File: src/pos_check_pkg.sv
// Constants, register map and field layout for the positioner address and error check block
// Overview of operation
// - Head load: all ones, one upcount to zero
// - Falling quadrature edge gives one-clock count strobe
// - Strobe counts down if reference high, else up
// - Upcount means toward spindle, downcount away
// - Drive difference on eight lines plus extra line
// - Difference by ones-complement ripple-carry subtraction
// - Carry flop feeds end-around carry and direction
// - Invert subtractor output by carry into LSB stage
// - All-ones counter MSBs force carry, least velocity
// - Three counter MSBs buffered out for temperature compensation
// - Timeout counter advances on slow tick while busy
// - Not busy and no carry: hold counter zero
// - Timeout carry-out asserts seek error, emergency unload
// - Restore holds the timeout counter cleared
// - Limit monitor cleared when purge and load clear
// - Limit monitor set by a falling edge unless held cleared, sticky
// - Travel-limit indicator falling edge arms the monitor
// - Armed monitor: indicator or retract gives limit error
// - Limit error starts emergency unload, even mid-load
// - Demand clear: clear demand, detector; counter all ones
// - Busy set by nonzero difference, cleared after settle
// - Legal demand cylinders run 000 through 405
`default_nettype none
package pos_check_pkg;
  localparam int             CYL_W         = 9;
  localparam int             DIFF_W        = 8;
  localparam int             MSB_W         = 3;
  localparam int             TIMEOUT_W     = 4;
  localparam int             SETTLE_W      = 3;
  localparam int             ADDR_W        = 4;
  localparam logic [8:0]     CYL_ALL_ONES  = 9'h1FF;
  localparam logic [8:0]     CYL_ZERO      = 9'h000;
  localparam logic [8:0]     CYL_MAX_LEGAL = 9'h195;
  localparam logic [8:0]     DIFF_LSB_LVL  = 9'h001;
  localparam logic [2:0]     MSB_ALL_ONES  = 3'h7;
  localparam logic [2:0]     SETTLE_STEPS  = 3'h4;
  localparam logic [3:0]     DEMAND_OFS    = 4'h0;
  localparam logic [3:0]     STATUS_OFS    = 4'h4;
  localparam logic [1:0]     RESP_OKAY     = 2'h0;
  localparam logic [1:0]     RESP_SLVERR   = 2'h2;
  localparam int             ST_FWD_BIT    = 9;
  localparam int             ST_BUSY_BIT   = 10;
  localparam int             ST_PMODE_BIT  = 11;
  localparam int             ST_SEEK_BIT   = 12;
  localparam int             ST_LIMIT_BIT  = 13;
  localparam int             ST_ILL_BIT    = 14;
  localparam int             ST_ARMED_BIT  = 15;
  typedef enum logic [1:0] {SEL_NONE, SEL_DEMAND, SEL_STATUS} reg_sel_t;
endpackage
`default_nettype wire

File: src/servo_sync.sv
// Synchroniser and falling-edge count strobe for the servo position clocks
`timescale 1ns/1ps
`default_nettype none
module servo_sync
  import pos_check_pkg::*;
(
  input  wire logic sys_clk,
  input  wire logic rstn,
  input  wire logic clk_en,
  input  wire logic clear_n,
  input  wire logic quadrature_position_clock,
  input  wire logic ref_position_clock,
  output logic      quad_s,
  output logic      ref_s,
  output logic      count_strobe
);
  logic [1:0] meta_r;
  logic [1:0] sync_r;
  logic       quad_prev_r;
  logic [1:0] raw_in;

  assign raw_in = {ref_position_clock, quadrature_position_clock};

  // Two stages per servo clock; both share the delay so reference stays aligned
  genvar g;
  generate
    for (g = 0; g < 2; g++) begin : g_sync
      always_ff @(posedge sys_clk or negedge rstn) begin
        if (!rstn) begin
          meta_r[g] <= 1'b0;
          sync_r[g] <= 1'b0;
        end else if (clk_en) begin
          meta_r[g] <= raw_in[g];
          sync_r[g] <= meta_r[g];
        end
      end
    end
  endgenerate

  assign quad_s = sync_r[0];
  assign ref_s  = sync_r[1];

  // Detector register; held clear while demand clear stands
  always_ff @(posedge sys_clk or negedge rstn) begin
    if (!rstn) begin
      quad_prev_r <= 1'b0;
    end else if (clk_en) begin
      quad_prev_r <= clear_n & quad_s;
    end
  end

  assign count_strobe = clear_n & quad_prev_r & ~quad_s;
endmodule
`default_nettype wire

File: src/seek_timeout.sv
// Seek time error check counter
`timescale 1ns/1ps
`default_nettype none
module seek_timeout
  import pos_check_pkg::*;
(
  input  wire logic sys_clk,
  input  wire logic rstn,
  input  wire logic clk_en,
  input  wire logic busy,
  input  wire logic restore_active,
  input  wire logic slow_count_tick,
  output logic      seek_timeout_error_n
);
  logic [TIMEOUT_W-1:0] count_r;
  logic                 carry_r;

  always_ff @(posedge sys_clk or negedge rstn) begin
    if (!rstn) begin
      count_r <= '0;
      carry_r <= 1'b0;
    end else if (clk_en) begin
      if (restore_active) begin
        count_r <= '0;
        carry_r <= 1'b0;
      end else if (!busy && !carry_r) begin
        count_r <= '0;
      end else if (busy && slow_count_tick && !carry_r) begin
        {carry_r, count_r} <= {1'b0, count_r} + {{TIMEOUT_W{1'b0}}, 1'b1};
      end
    end
  end

  // Carry is sticky until a restore, so the unload request cannot drop early
  always_ff @(posedge sys_clk or negedge rstn) begin
    if (!rstn) begin
      seek_timeout_error_n <= 1'b1;
    end else if (clk_en) begin
      seek_timeout_error_n <= ~carry_r;
    end
  end
endmodule
`default_nettype wire

File: src/positioner_address_error_check.sv
// Current cylinder tracking, difference generator and positioner error checks
//
// Local design decisions: register access over AXI4-Lite and the register addresses.
`timescale 1ns/1ps
`default_nettype none
module positioner_address_error_check
  import pos_check_pkg::*;
(
  input  wire logic                sys_clk,
  input  wire logic                rstn,
  input  wire logic                clk_en,
  input  wire logic [ADDR_W-1:0]   s_axi_awaddr,
  input  wire logic                s_axi_awvalid,
  output logic                     s_axi_awready,
  input  wire logic [31:0]         s_axi_wdata,
  input  wire logic [3:0]          s_axi_wstrb,
  input  wire logic                s_axi_wvalid,
  output logic                     s_axi_wready,
  output logic [1:0]               s_axi_bresp,
  output logic                     s_axi_bvalid,
  input  wire logic                s_axi_bready,
  input  wire logic [ADDR_W-1:0]   s_axi_araddr,
  input  wire logic                s_axi_arvalid,
  output logic                     s_axi_arready,
  output logic [31:0]              s_axi_rdata,
  output logic [1:0]               s_axi_rresp,
  output logic                     s_axi_rvalid,
  input  wire logic                s_axi_rready,
  input  wire logic                quadrature_position_clock,
  input  wire logic                ref_position_clock,
  input  wire logic                demand_clear_n,
  input  wire logic                heads_loading,
  input  wire logic                purge_cycle,
  input  wire logic                restore_active,
  input  wire logic                slow_count_tick,
  input  wire logic                settle_tick,
  input  wire logic                travel_limit_indicator,
  input  wire logic                heads_retract,
  output logic [DIFF_W-1:0]        cyl_diff_n,
  output logic                     cyl_diff_extra_n,
  output logic                     forward_direction,
  output logic [MSB_W-1:0]         temp_comp_msb,
  output logic                     position_mode,
  output logic                     not_busy_time,
  output logic                     seek_timeout_error_n,
  output logic                     travel_limit_error_n,
  output logic                     emergency_unload
);
  logic                 quad_s;
  logic                 ref_s;
  logic                 count_strobe;
  logic [CYL_W-1:0]     cur_cyl_r;
  logic [CYL_W-1:0]     demand_r;
  logic                 carry_r;
  logic                 carry_nxt;
  logic [CYL_W-1:0]     sum;
  logic [CYL_W-1:0]     magnitude;
  logic                 force_carry;
  logic                 busy_r;
  logic [SETTLE_W-1:0]  settle_r;
  logic                 end_busy;
  logic                 pmode_nxt;
  logic                 armed_r;
  logic                 tli_prev_r;
  logic                 illegal_r;
  logic                 aw_held_r;
  logic                 w_held_r;
  logic [ADDR_W-1:0]    awaddr_r;
  logic [31:0]          wdata_r;
  logic [3:0]           wstrb_r;
  logic [CYL_W-1:0]     demand_merge;
  logic                 wr_fire;
  logic                 demand_ok;
  logic                 limit_clear_n;

  function automatic reg_sel_t decode(input logic [ADDR_W-1:0] addr);
    if (addr == DEMAND_OFS) begin
      return SEL_DEMAND;
    end else if (addr == STATUS_OFS) begin
      return SEL_STATUS;
    end
    return SEL_NONE;
  endfunction

  servo_sync u_sync (
    .sys_clk                   (sys_clk),
    .rstn                      (rstn),
    .clk_en                    (clk_en),
    .clear_n                   (demand_clear_n),
    .quadrature_position_clock (quadrature_position_clock),
    .ref_position_clock        (ref_position_clock),
    .quad_s                    (quad_s),
    .ref_s                     (ref_s),
    .count_strobe              (count_strobe)
  );

  // Current cylinder: all ones under demand clear, so the first upcount lands on 000
  always_ff @(posedge sys_clk or negedge rstn) begin
    if (!rstn) begin
      cur_cyl_r <= CYL_ALL_ONES;
    end else if (clk_en) begin
      if (!demand_clear_n) begin
        cur_cyl_r <= CYL_ALL_ONES;
      end else if (count_strobe && ref_s) begin
        cur_cyl_r <= cur_cyl_r - 9'h001;
      end else if (count_strobe) begin
        cur_cyl_r <= cur_cyl_r + 9'h001;
      end
    end
  end

  // Ones-complement subtract: cur + ~demand + end-around carry, ripple style
  always_comb begin
    {carry_nxt, sum} = {1'b0, cur_cyl_r} + {1'b0, ~demand_r} + {9'h000, carry_r};
    magnitude = carry_r ? sum : ~sum;
  end

  // Force carry when all three top counter bits are ones, as under head loading
  assign force_carry = (cur_cyl_r[CYL_W-1 -: MSB_W] == MSB_ALL_ONES);

  always_ff @(posedge sys_clk or negedge rstn) begin
    if (!rstn) begin
      carry_r           <= 1'b0;
      forward_direction <= 1'b1;
    end else if (clk_en) begin
      carry_r           <= force_carry ? 1'b0 : carry_nxt;
      forward_direction <= force_carry ? 1'b1 : ~carry_nxt;
    end
  end

  // Lines are active low; the forced case asks for the least velocity level
  always_ff @(posedge sys_clk or negedge rstn) begin
    if (!rstn) begin
      cyl_diff_n       <= '1;
      cyl_diff_extra_n <= 1'b1;
    end else if (clk_en) begin
      if (force_carry) begin
        {cyl_diff_extra_n, cyl_diff_n} <= ~DIFF_LSB_LVL;
      end else begin
        {cyl_diff_extra_n, cyl_diff_n} <= ~magnitude;
      end
    end
  end

  always_ff @(posedge sys_clk or negedge rstn) begin
    if (!rstn) begin
      temp_comp_msb <= '1;
    end else if (clk_en) begin
      temp_comp_msb <= cur_cyl_r[CYL_W-1 -: MSB_W];
    end
  end

  // Position mode: on cylinder and within a quarter track
  assign pmode_nxt = demand_clear_n && (cur_cyl_r == demand_r) && !quad_s;

  always_ff @(posedge sys_clk or negedge rstn) begin
    if (!rstn) begin
      position_mode <= 1'b0;
      settle_r      <= '0;
    end else if (clk_en) begin
      position_mode <= pmode_nxt;
      if (!position_mode) begin
        settle_r <= '0;
      end else if (settle_tick && settle_r != SETTLE_STEPS) begin
        settle_r <= settle_r + 3'h1;
      end
    end
  end

  assign end_busy = position_mode && (settle_r == SETTLE_STEPS);

  // Set wins over the end-of-busy clear
  always_ff @(posedge sys_clk or negedge rstn) begin
    if (!rstn) begin
      busy_r        <= 1'b0;
      not_busy_time <= 1'b1;
    end else if (clk_en) begin
      if (demand_clear_n && cur_cyl_r != demand_r) begin
        busy_r <= 1'b1;
      end else if (end_busy) begin
        busy_r <= 1'b0;
      end
      not_busy_time <= ~busy_r;
    end
  end

  seek_timeout u_timeout (
    .sys_clk              (sys_clk),
    .rstn                 (rstn),
    .clk_en               (clk_en),
    .busy                 (busy_r),
    .restore_active       (restore_active),
    .slow_count_tick      (slow_count_tick),
    .seek_timeout_error_n (seek_timeout_error_n)
  );

  assign limit_clear_n = purge_cycle | heads_loading;

  // J tied high: an indicator fall sets unless the clear term holds it; only the clear term releases
  always_ff @(posedge sys_clk or negedge rstn) begin
    if (!rstn) begin
      armed_r    <= 1'b0;
      tli_prev_r <= 1'b0;
    end else if (clk_en) begin
      tli_prev_r <= travel_limit_indicator;
      if (!limit_clear_n) begin
        armed_r <= 1'b0;
      end else if (tli_prev_r && !travel_limit_indicator) begin
        armed_r <= 1'b1;
      end
    end
  end

  // A second indicator pulse during load trips here before load completes
  always_ff @(posedge sys_clk or negedge rstn) begin
    if (!rstn) begin
      travel_limit_error_n <= 1'b1;
      emergency_unload     <= 1'b0;
    end else if (clk_en) begin
      travel_limit_error_n <= ~(armed_r && (travel_limit_indicator || heads_retract));
      emergency_unload     <= ~travel_limit_error_n || ~seek_timeout_error_n;
    end
  end

  // Register write path: address and data taken in either order
  assign wr_fire = aw_held_r && w_held_r && !s_axi_bvalid;

  always_comb begin
    demand_merge[8]   = wstrb_r[1] ? wdata_r[8] : demand_r[8];
    demand_merge[7:0] = wstrb_r[0] ? wdata_r[7:0] : demand_r[7:0];
  end

  // Busy seeks refuse a new demand, as an out-of-range one is refused
  assign demand_ok = (demand_merge <= CYL_MAX_LEGAL) && !busy_r && demand_clear_n;

  always_ff @(posedge sys_clk or negedge rstn) begin
    if (!rstn) begin
      aw_held_r     <= 1'b0;
      w_held_r      <= 1'b0;
      awaddr_r      <= '0;
      wdata_r       <= '0;
      wstrb_r       <= '0;
      s_axi_awready <= 1'b0;
      s_axi_wready  <= 1'b0;
      s_axi_bvalid  <= 1'b0;
      s_axi_bresp   <= RESP_OKAY;
    end else if (clk_en) begin
      if (s_axi_awvalid && s_axi_awready) begin
        aw_held_r <= 1'b1;
        awaddr_r  <= s_axi_awaddr;
      end
      if (s_axi_wvalid && s_axi_wready) begin
        w_held_r <= 1'b1;
        wdata_r  <= s_axi_wdata;
        wstrb_r  <= s_axi_wstrb;
      end
      s_axi_awready <= !aw_held_r && !(s_axi_awvalid && s_axi_awready) && !s_axi_bvalid;
      s_axi_wready  <= !w_held_r && !(s_axi_wvalid && s_axi_wready) && !s_axi_bvalid;
      if (wr_fire) begin
        aw_held_r    <= 1'b0;
        w_held_r     <= 1'b0;
        s_axi_bvalid <= 1'b1;
        s_axi_bresp  <= (decode(awaddr_r) == SEL_NONE) ? RESP_SLVERR : RESP_OKAY;
      end else if (s_axi_bvalid && s_axi_bready) begin
        s_axi_bvalid <= 1'b0;
      end
    end
  end

  // Demand register and illegal flag; a refused write sets the flag
  always_ff @(posedge sys_clk or negedge rstn) begin
    if (!rstn) begin
      demand_r  <= CYL_ZERO;
      illegal_r <= 1'b0;
    end else if (clk_en) begin
      if (!demand_clear_n) begin
        demand_r <= CYL_ZERO;
      end else if (wr_fire && decode(awaddr_r) == SEL_DEMAND && demand_ok) begin
        demand_r <= demand_merge;
      end
      if (wr_fire && decode(awaddr_r) == SEL_DEMAND) begin
        illegal_r <= !demand_ok;
      end
    end
  end

  // Read path
  always_ff @(posedge sys_clk or negedge rstn) begin
    if (!rstn) begin
      s_axi_arready <= 1'b0;
      s_axi_rvalid  <= 1'b0;
      s_axi_rdata   <= '0;
      s_axi_rresp   <= RESP_OKAY;
    end else if (clk_en) begin
      s_axi_arready <= !s_axi_rvalid && !(s_axi_arvalid && s_axi_arready);
      if (s_axi_arvalid && s_axi_arready) begin
        s_axi_rvalid <= 1'b1;
        s_axi_rresp  <= RESP_OKAY;
        s_axi_rdata  <= '0;
        unique case (decode(s_axi_araddr))
          SEL_DEMAND: begin
            s_axi_rdata[CYL_W-1:0] <= demand_r;
          end
          SEL_STATUS: begin
            s_axi_rdata[CYL_W-1:0]    <= cur_cyl_r;
            s_axi_rdata[ST_FWD_BIT]   <= forward_direction;
            s_axi_rdata[ST_BUSY_BIT]  <= busy_r;
            s_axi_rdata[ST_PMODE_BIT] <= position_mode;
            s_axi_rdata[ST_SEEK_BIT]  <= ~seek_timeout_error_n;
            s_axi_rdata[ST_LIMIT_BIT] <= ~travel_limit_error_n;
            s_axi_rdata[ST_ILL_BIT]   <= illegal_r;
            s_axi_rdata[ST_ARMED_BIT] <= armed_r;
          end
          SEL_NONE: begin
            s_axi_rresp <= RESP_SLVERR;
          end
        endcase
      end else if (s_axi_rvalid && s_axi_rready) begin
        s_axi_rvalid <= 1'b0;
      end
    end
  end
endmodule
`default_nettype wire

File: config.mk
export PLATFORM = sky130hd
export DESIGN_NAME = positioner_address_error_check
export DESIGN_NICKNAME = d
export VERILOG_FILES = /design/src/pos_check_pkg.sv /design/src/servo_sync.sv /design/src/seek_timeout.sv /design/src/positioner_address_error_check.sv
export SDC_FILE = /design/constraint.sdc
export NUM_CORES = 1
export LEC_CHECK = 0
export BUFFER_PORTS_ARGS = -buffer_cell sky130_fd_sc_hd__clkbuf_2
export CAP_MARGIN = 20
export CORE_ASPECT_RATIO = 1.75
export CORE_MARGIN = 1
export CORE_UTILIZATION = 40
export CTS_CLUSTER_SIZE = 24
export DETAILED_ROUTE_END_ITERATION = 8
export GPL_TIMING_DRIVEN = 0
export MAX_ROUTING_LAYER = met4
export SETUP_SLACK_MARGIN = 0.05
export SLEW_MARGIN = 15
export SYNTH_ARGS = -nofsm -noshare
export SYNTH_HDL_FRONTEND = slang
export SYNTH_HIERARCHICAL = 1
export SYNTH_SLANG_ARGS = --single-unit
File: constraint.sdc
create_clock -name sys_clk -period 3.6 [get_ports sys_clk]
set_input_delay 0.18 -clock sys_clk [delete_from_list [all_inputs] [get_ports sys_clk]]
set_output_delay 0.18 -clock sys_clk [all_outputs]
set_load 0.01 [all_outputs]
Word-level counts from Yosys, hierarchy flattened:

Index checks and enable logic that the tools add are counted.

* output and inout port bits: 59
* flip-flop bits (word level): 96
* input port bits: 62
* word-level logic and storage cells: 205

* mux-type cells: 62
* add/sub/neg operators: 6
* bitwise operators: 14
* eq/ne operators: 16
* reduce and logical (&&, ||, !) cells: 69
* $lt $le $gt $ge: 1

Operators with widths (count)
* 9-bit two-way mux: 6
* 2-bit two-way mux: 17
* 1-bit two-way mux: 30
* 2-bit AND reduction: 15
* 1-bit logical AND: 28
* 9-bit inverter: 3
* 9-bit one-hot mux with 2 select lines: 1
* 8-bit two-way mux: 2
* 1-bit logical NOT: 12
* 4-bit two-way mux: 3
* 2-bit nonzero test: 6
* 10-bit by 1-bit adder with 10-bit output: 1
* 9-bit by 9-bit adder with 10-bit output: 1
* 9-bit by 1-bit adder with 9-bit output (second input constant): 1
* 9-bit == test: 1
* 9-bit <= comparator (second input constant): 1
* 9-bit inequality test: 1
* 9-bit by 1-bit subtractor with 9-bit output (second input constant): 1
* 4-bit by 3-bit == test with 1-bit output (second input constant): 2
* 4-bit logical NOT: 2
* 7-bit two-way mux: 1
* 1-bit inverter: 7
* 2-bit by 1-bit == test with 1-bit output (second input constant): 3
* 3-bit == test (second input constant): 2
* 14 further kinds: 21

Depth between registers and ports, before layout:

* word-level depth: 13
* mapped depth: 10
* gate-level depth less buffers: 10

Hierarchy:

Netlist, hierarchy kept.

Modules (own cells, without submodules)
* positioner_address_error_check: sequential area each 2107.0 sq um, cells an instance 434, times used 1, area each 4479.3 sq um
* seek_timeout: sequential area each 151.4 sq um, cells an instance 34, times used 1, area each 329.1 sq um
* servo_sync: sequential area each 125.1 sq um, cells an instance 14, times used 1, area each 191.4 sq um

Worst setup path before layout:

OpenSTA, ideal clock, no wires.

* path kind: register -> register
* start point: register u_sync.sync_r[0] (netlist: u_sync/quad_s)
* end point: register cur_cyl_r[8]
* arrival: 2273 ps
* library setup time: 96 ps
* path buffers: 0
* slack: 1231 ps
* period minus slack after synthesis: 2369 ps
* cell stages (with the launch flop): 10
* data required time: 3504 ps
* cell sequence: dfrtp_1 -> nor2_1 -> nand2_1 -> inv_1 -> ha_1 -> nor2b_1 -> o31a_1 -> o2111a_1 -> a2111oi_0 -> a31oi_1

* cells in the longest elaborated chain, start to end: 5
* elaborated cells on any way between the ends: 7
* classes of those cells: eq/ne (1); mux (2); bitwise (2); reduce/logical (2)

Ends and longest elaborated chain
* start, declared: RTL line servo_sync.sv:18 `logic [1:0] sync_r;`
* start signal, assigned by index: RTL line servo_sync.sv:34 `sync_r[g] <= meta_r[g];`
* 1-bit inverter *: RTL line servo_sync.sv:52 `assign count_strobe = clear_n & quad_prev_r & ~quad_s;`
* 1-bit bitwise AND *: RTL line servo_sync.sv:52
* named net count_strobe: RTL line positioner_address_error_check.sv:51 `logic count_strobe;`
* 1-bit logical AND: RTL line positioner_address_error_check.sv:104 `end else if (count_strobe && ref_s) begin`
* 3-bit by 1-bit inequality test with 1-bit output (no line) / 9-bit two-way mux (equally long branches)
* 2-bit AND reduction (no line) / 9-bit two-way mux (equally long branches)
* end signal, assigned: RTL line positioner_address_error_check.sv:105 `cur_cyl_r <= cur_cyl_r - 9'h001;`
* end signal, assigned: RTL line positioner_address_error_check.sv:107 `cur_cyl_r <= cur_cyl_r + 9'h001;`
* end, declared: RTL line positioner_address_error_check.sv:52 `logic [CYL_W-1:0] cur_cyl_r;`

Mark *: on every way through the listed nets, which the timed path passes. The rest lies on a longest branch.
A chain may end at the register's enable or synchronous reset.

Worst setup path after layout:

* start point: register u_sync.sync_r[0] (netlist: u_sync/quad_s)
* end point: register cur_cyl_r[7]

The elaborated chain is that of the path after synthesis.

==> reports/results.txt <==
Vias per cell - 5.18
Initial DRC Count - 155
Post-CTS setup buffers - 0
Vias post-DR - 3923
Max transition margin - 50.7%
Initial antenna violation count - 0
Final hold vios - 0
Total net switching power - 979 uW
Clk network pwr share - 30.7%
Clk_lat worst skew - 340 ps
Max frequency - 342 MHz
Register bit count reported by yosys - 94
HP Class - in2reg
Synthesized instance count - 482
Hold path start - s_axi_wdata[7]
GRT Overall Usage - 21.3%
Fin crit share - 81.2%
Worst setup path start - u_sync/quad_s
Drc violations - 0
Largest net degree at the start of global routing - 95
Pre-CTS setup slack - 741 ps
Number of global-route vias before repair - 3991
Placer Congestion - 0.927
Clock Skew - 6.75 ps
Combinational share of power - 24.1%
# diodes - 0
Yosys warning count - 6
Netlist Area Pre-Place - 0.00500 sq mm
Lkg Pwr - 2.87 nW
Area growth, synth to finish - 19.5%
Status - complete, no violations
Max_cap viols - 0
Largest fanout on the critical path - 7
Pwr dens - 533 mW/mm^2
Post-DR wirelength/cell - 16.4 microns
DP HPWL - 9470 microns
Slew Viols, Final - 0
Layout cells sized above 1 - 29.3%
R2R Path Start - u_sync/quad_s
WHS - 63.8 ps
Netlist cell types - 64
Slew @ Worst Pin - 740 ps
Critical path class - reg2reg
Critical Path End Type - register
Die ar. - 0.0130 sq mm
WP data arrival - 3170 ps
IO Pins - 121
Power Internal - 2.21 mW
Fin crit period - 2920 ps
Primary FF master, synth - dfrtp_1
Switching part of the total - 30.7%
DIE HEIGHT - 150 microns
Die Width - 86.5 microns
H-tree depth - 3
CP Capture Point - cur_cyl_r[7]
CTS max path bufs - 2
Critical Path Start Type - register
CP Data Required Time - 3840 ps
Async S/R FF share, synth - 100%
Clock Root Buffer - clkbuf_16
CORE AREA - 0.0121 sq mm
Mean Syn Cell Area - 10.4 sq um
TritonCTS Sinks - 94
Antenna-violating nets left - 0
Routed WL - 12400 microns
Worst VDD drop - 0.453 mV
R2r setup slk - 680 ps
Final worst slack - 678 ps
Worst reg2reg path depth - 9
RSZ-0062 raised after global routing - false
Reg power frac - 45.2%
Setup TNS - 0 ps
Fin nets - 672
Clock slew at reported path FFs - 70 ps
Initial Util - 41.4%
Final setup violation count - 0
Port Buffers - 77
Final Power - 3.19 mW
Inserted Clock Buffers - 9
Sequential element share of the synthesized area - 47.7%
Fillers - 1184
Drt first pass iters - 5
First-pass GRT wire length - 20100 microns
Reg2reg end - cur_cyl_r[7]
Post-synth EDFFs - 0
GRT overflow - 0
Row cnt - 53
CTS tree - yes
Yosys cell counts (4+ instances only):
| cell | instances | area [sq um] |
|---|---|---|
| nor2b_1 | 4 | 25.0 |
| buf_2 | 4 | 20.0 |
| a211oi_1 | 6 | 45.0 |
| a22o_1 | 5 | 43.8 |
| a21o_1 | 8 | 60.1 |
| nor3_1 | 7 | 35.0 |
| a31oi_1 | 7 | 43.8 |
| buf_4 | 20 | 150 |
| xnor2_1 | 11 | 96.3 |
| and3_1 | 8 | 50.1 |
| xor2_1 | 6 | 52.6 |
| a222oi_1 | 9 | 90.1 |
| a21oi_1 | 31 | 155 |
| ha_1 | 19 | 238 |
| o22ai_1 | 6 | 37.5 |
| mux2_2 | 25 | 282 |
| mux2i_1 | 5 | 50.1 |
| a31o_1 | 7 | 61.3 |
| inv_1 | 39 | 146 |
| o21ai_0 | 19 | 95.1 |
| dfrtp_1 | 69 | 1730 |
| nor2_1 | 31 | 116 |
| o21a_1 | 5 | 37.5 |
| dfstp_2 | 25 | 657 |
| nand3_1 | 10 | 50.1 |
| clkbuf_1 | 9 | 33.8 |
| nand2_1 | 36 | 135 |
worst min-delay path by stage:
stage	cells past startpoint	slack (ps)	endpoint
6_report	2	60	wdata_r[7]
5_1_grt	2	60	wdata_r[7]
4_1_cts	2	50	awaddr_r[2]
3_5_place_dp	1	310	u_timeout/count_r[1]
3_3_place_gp	2	410	awaddr_r[1]
2_1_floorplan	0	-120	armed_r
sequential cells by signal, summed over array words and instances (netlist names), 3 cells and up:
name and cells:
temp_comp_msb 3, awaddr_r 4, u_timeout/count_r 4, settle_r 3
s_axi_rdata 16, cyl_diff_n 8, demand_r 9, cur_cyl_r 9
wdata_r 9
power groups by stage:
stage               Sequential (mW)  Clock (mW)  Combinational, mW
detailed placement             1.46           0              0.776
CTS                            1.44        1.00              0.780
finish                         1.44       0.977              0.769
global placement               1.45           0              0.757
floorplan                      1.45           0              0.519
global route                   1.47        1.05              0.858
worst max-delay path: stages (launching register included):
cell	delay, ps
dfrtp_1	400
nor2_1	370
nand2_1	240
inv_1	270
ha_1	290
a211oi_1	240
o21bai_1	140
a31oi_1	240
mux2_2	360
a311oi_1	260
layer usage:
metal  routed length (microns)  track usage (%)  part of all wire [%]
met4                       236             7.83                   1.9
met1                      4830             22.6                    39
met5                         0                -                     0
met2                      6990             39.3                    56
met3                       387             3.25                   3.1
per-stage QoR:
step           instance area, sq um  std cells  util (%)
2_1_floorplan                  5060        499         -
3_3_place_gp                   5660        741      46.9
3_5_place_dp                   5660        741      46.9
4_1_cts                        5980        758      49.5
5_1_grt                        5980        758      49.5
6_report                       5980        758      49.5
cell type report:
class                   count  area, sq um  share of cell area, %
flip-flops and latches     94         2380                   39.9
multi-input cells         330         2300                   38.5
repair buffers             78          404                   6.76
clock buffers              12          246                   4.12
plain buffers              36          230                   3.85
well taps                 165          206                   3.45
inverters                  39          146                   2.45
clock inverters             4         55.1                  0.921
placed cells by master (no fill, tap or decap), drive strengths merged, types with 19 or more instances in the layout:
cell / n
clkbuf: 98
mux2: 25
nand2: 37
ha: 19
dfstp: 25
a21oi: 31
buf: 27
nor2: 32
o21ai: 19
dfrtp: 69
inv: 40
cells by family (layout without fill, tap and decap cells):
kind of cell | after synthesis | after routing | share of synthesized area (%)
AO/OA/AOI/OAI | 124 | 124 | 17.1
AND/OR/NAND/NOR | 119 | 119 | 12.0
flip-flops | 94 | 94 | 47.7
buffers and inverters | 75 | 169 | 7.53
multiplexers | 30 | 30 | 6.63
adder cells (fa/ha/maj) | 22 | 22 | 5.96
XOR/XNOR | 17 | 17 | 2.98
other | 1 | 18 | 0.0750
repair_timing:
action,CTS,global route
gates resized for setup,0,0
hold buffers,1,0
endpoints found under the hold margin,69,0
Power figures use the tool's default switching activity.
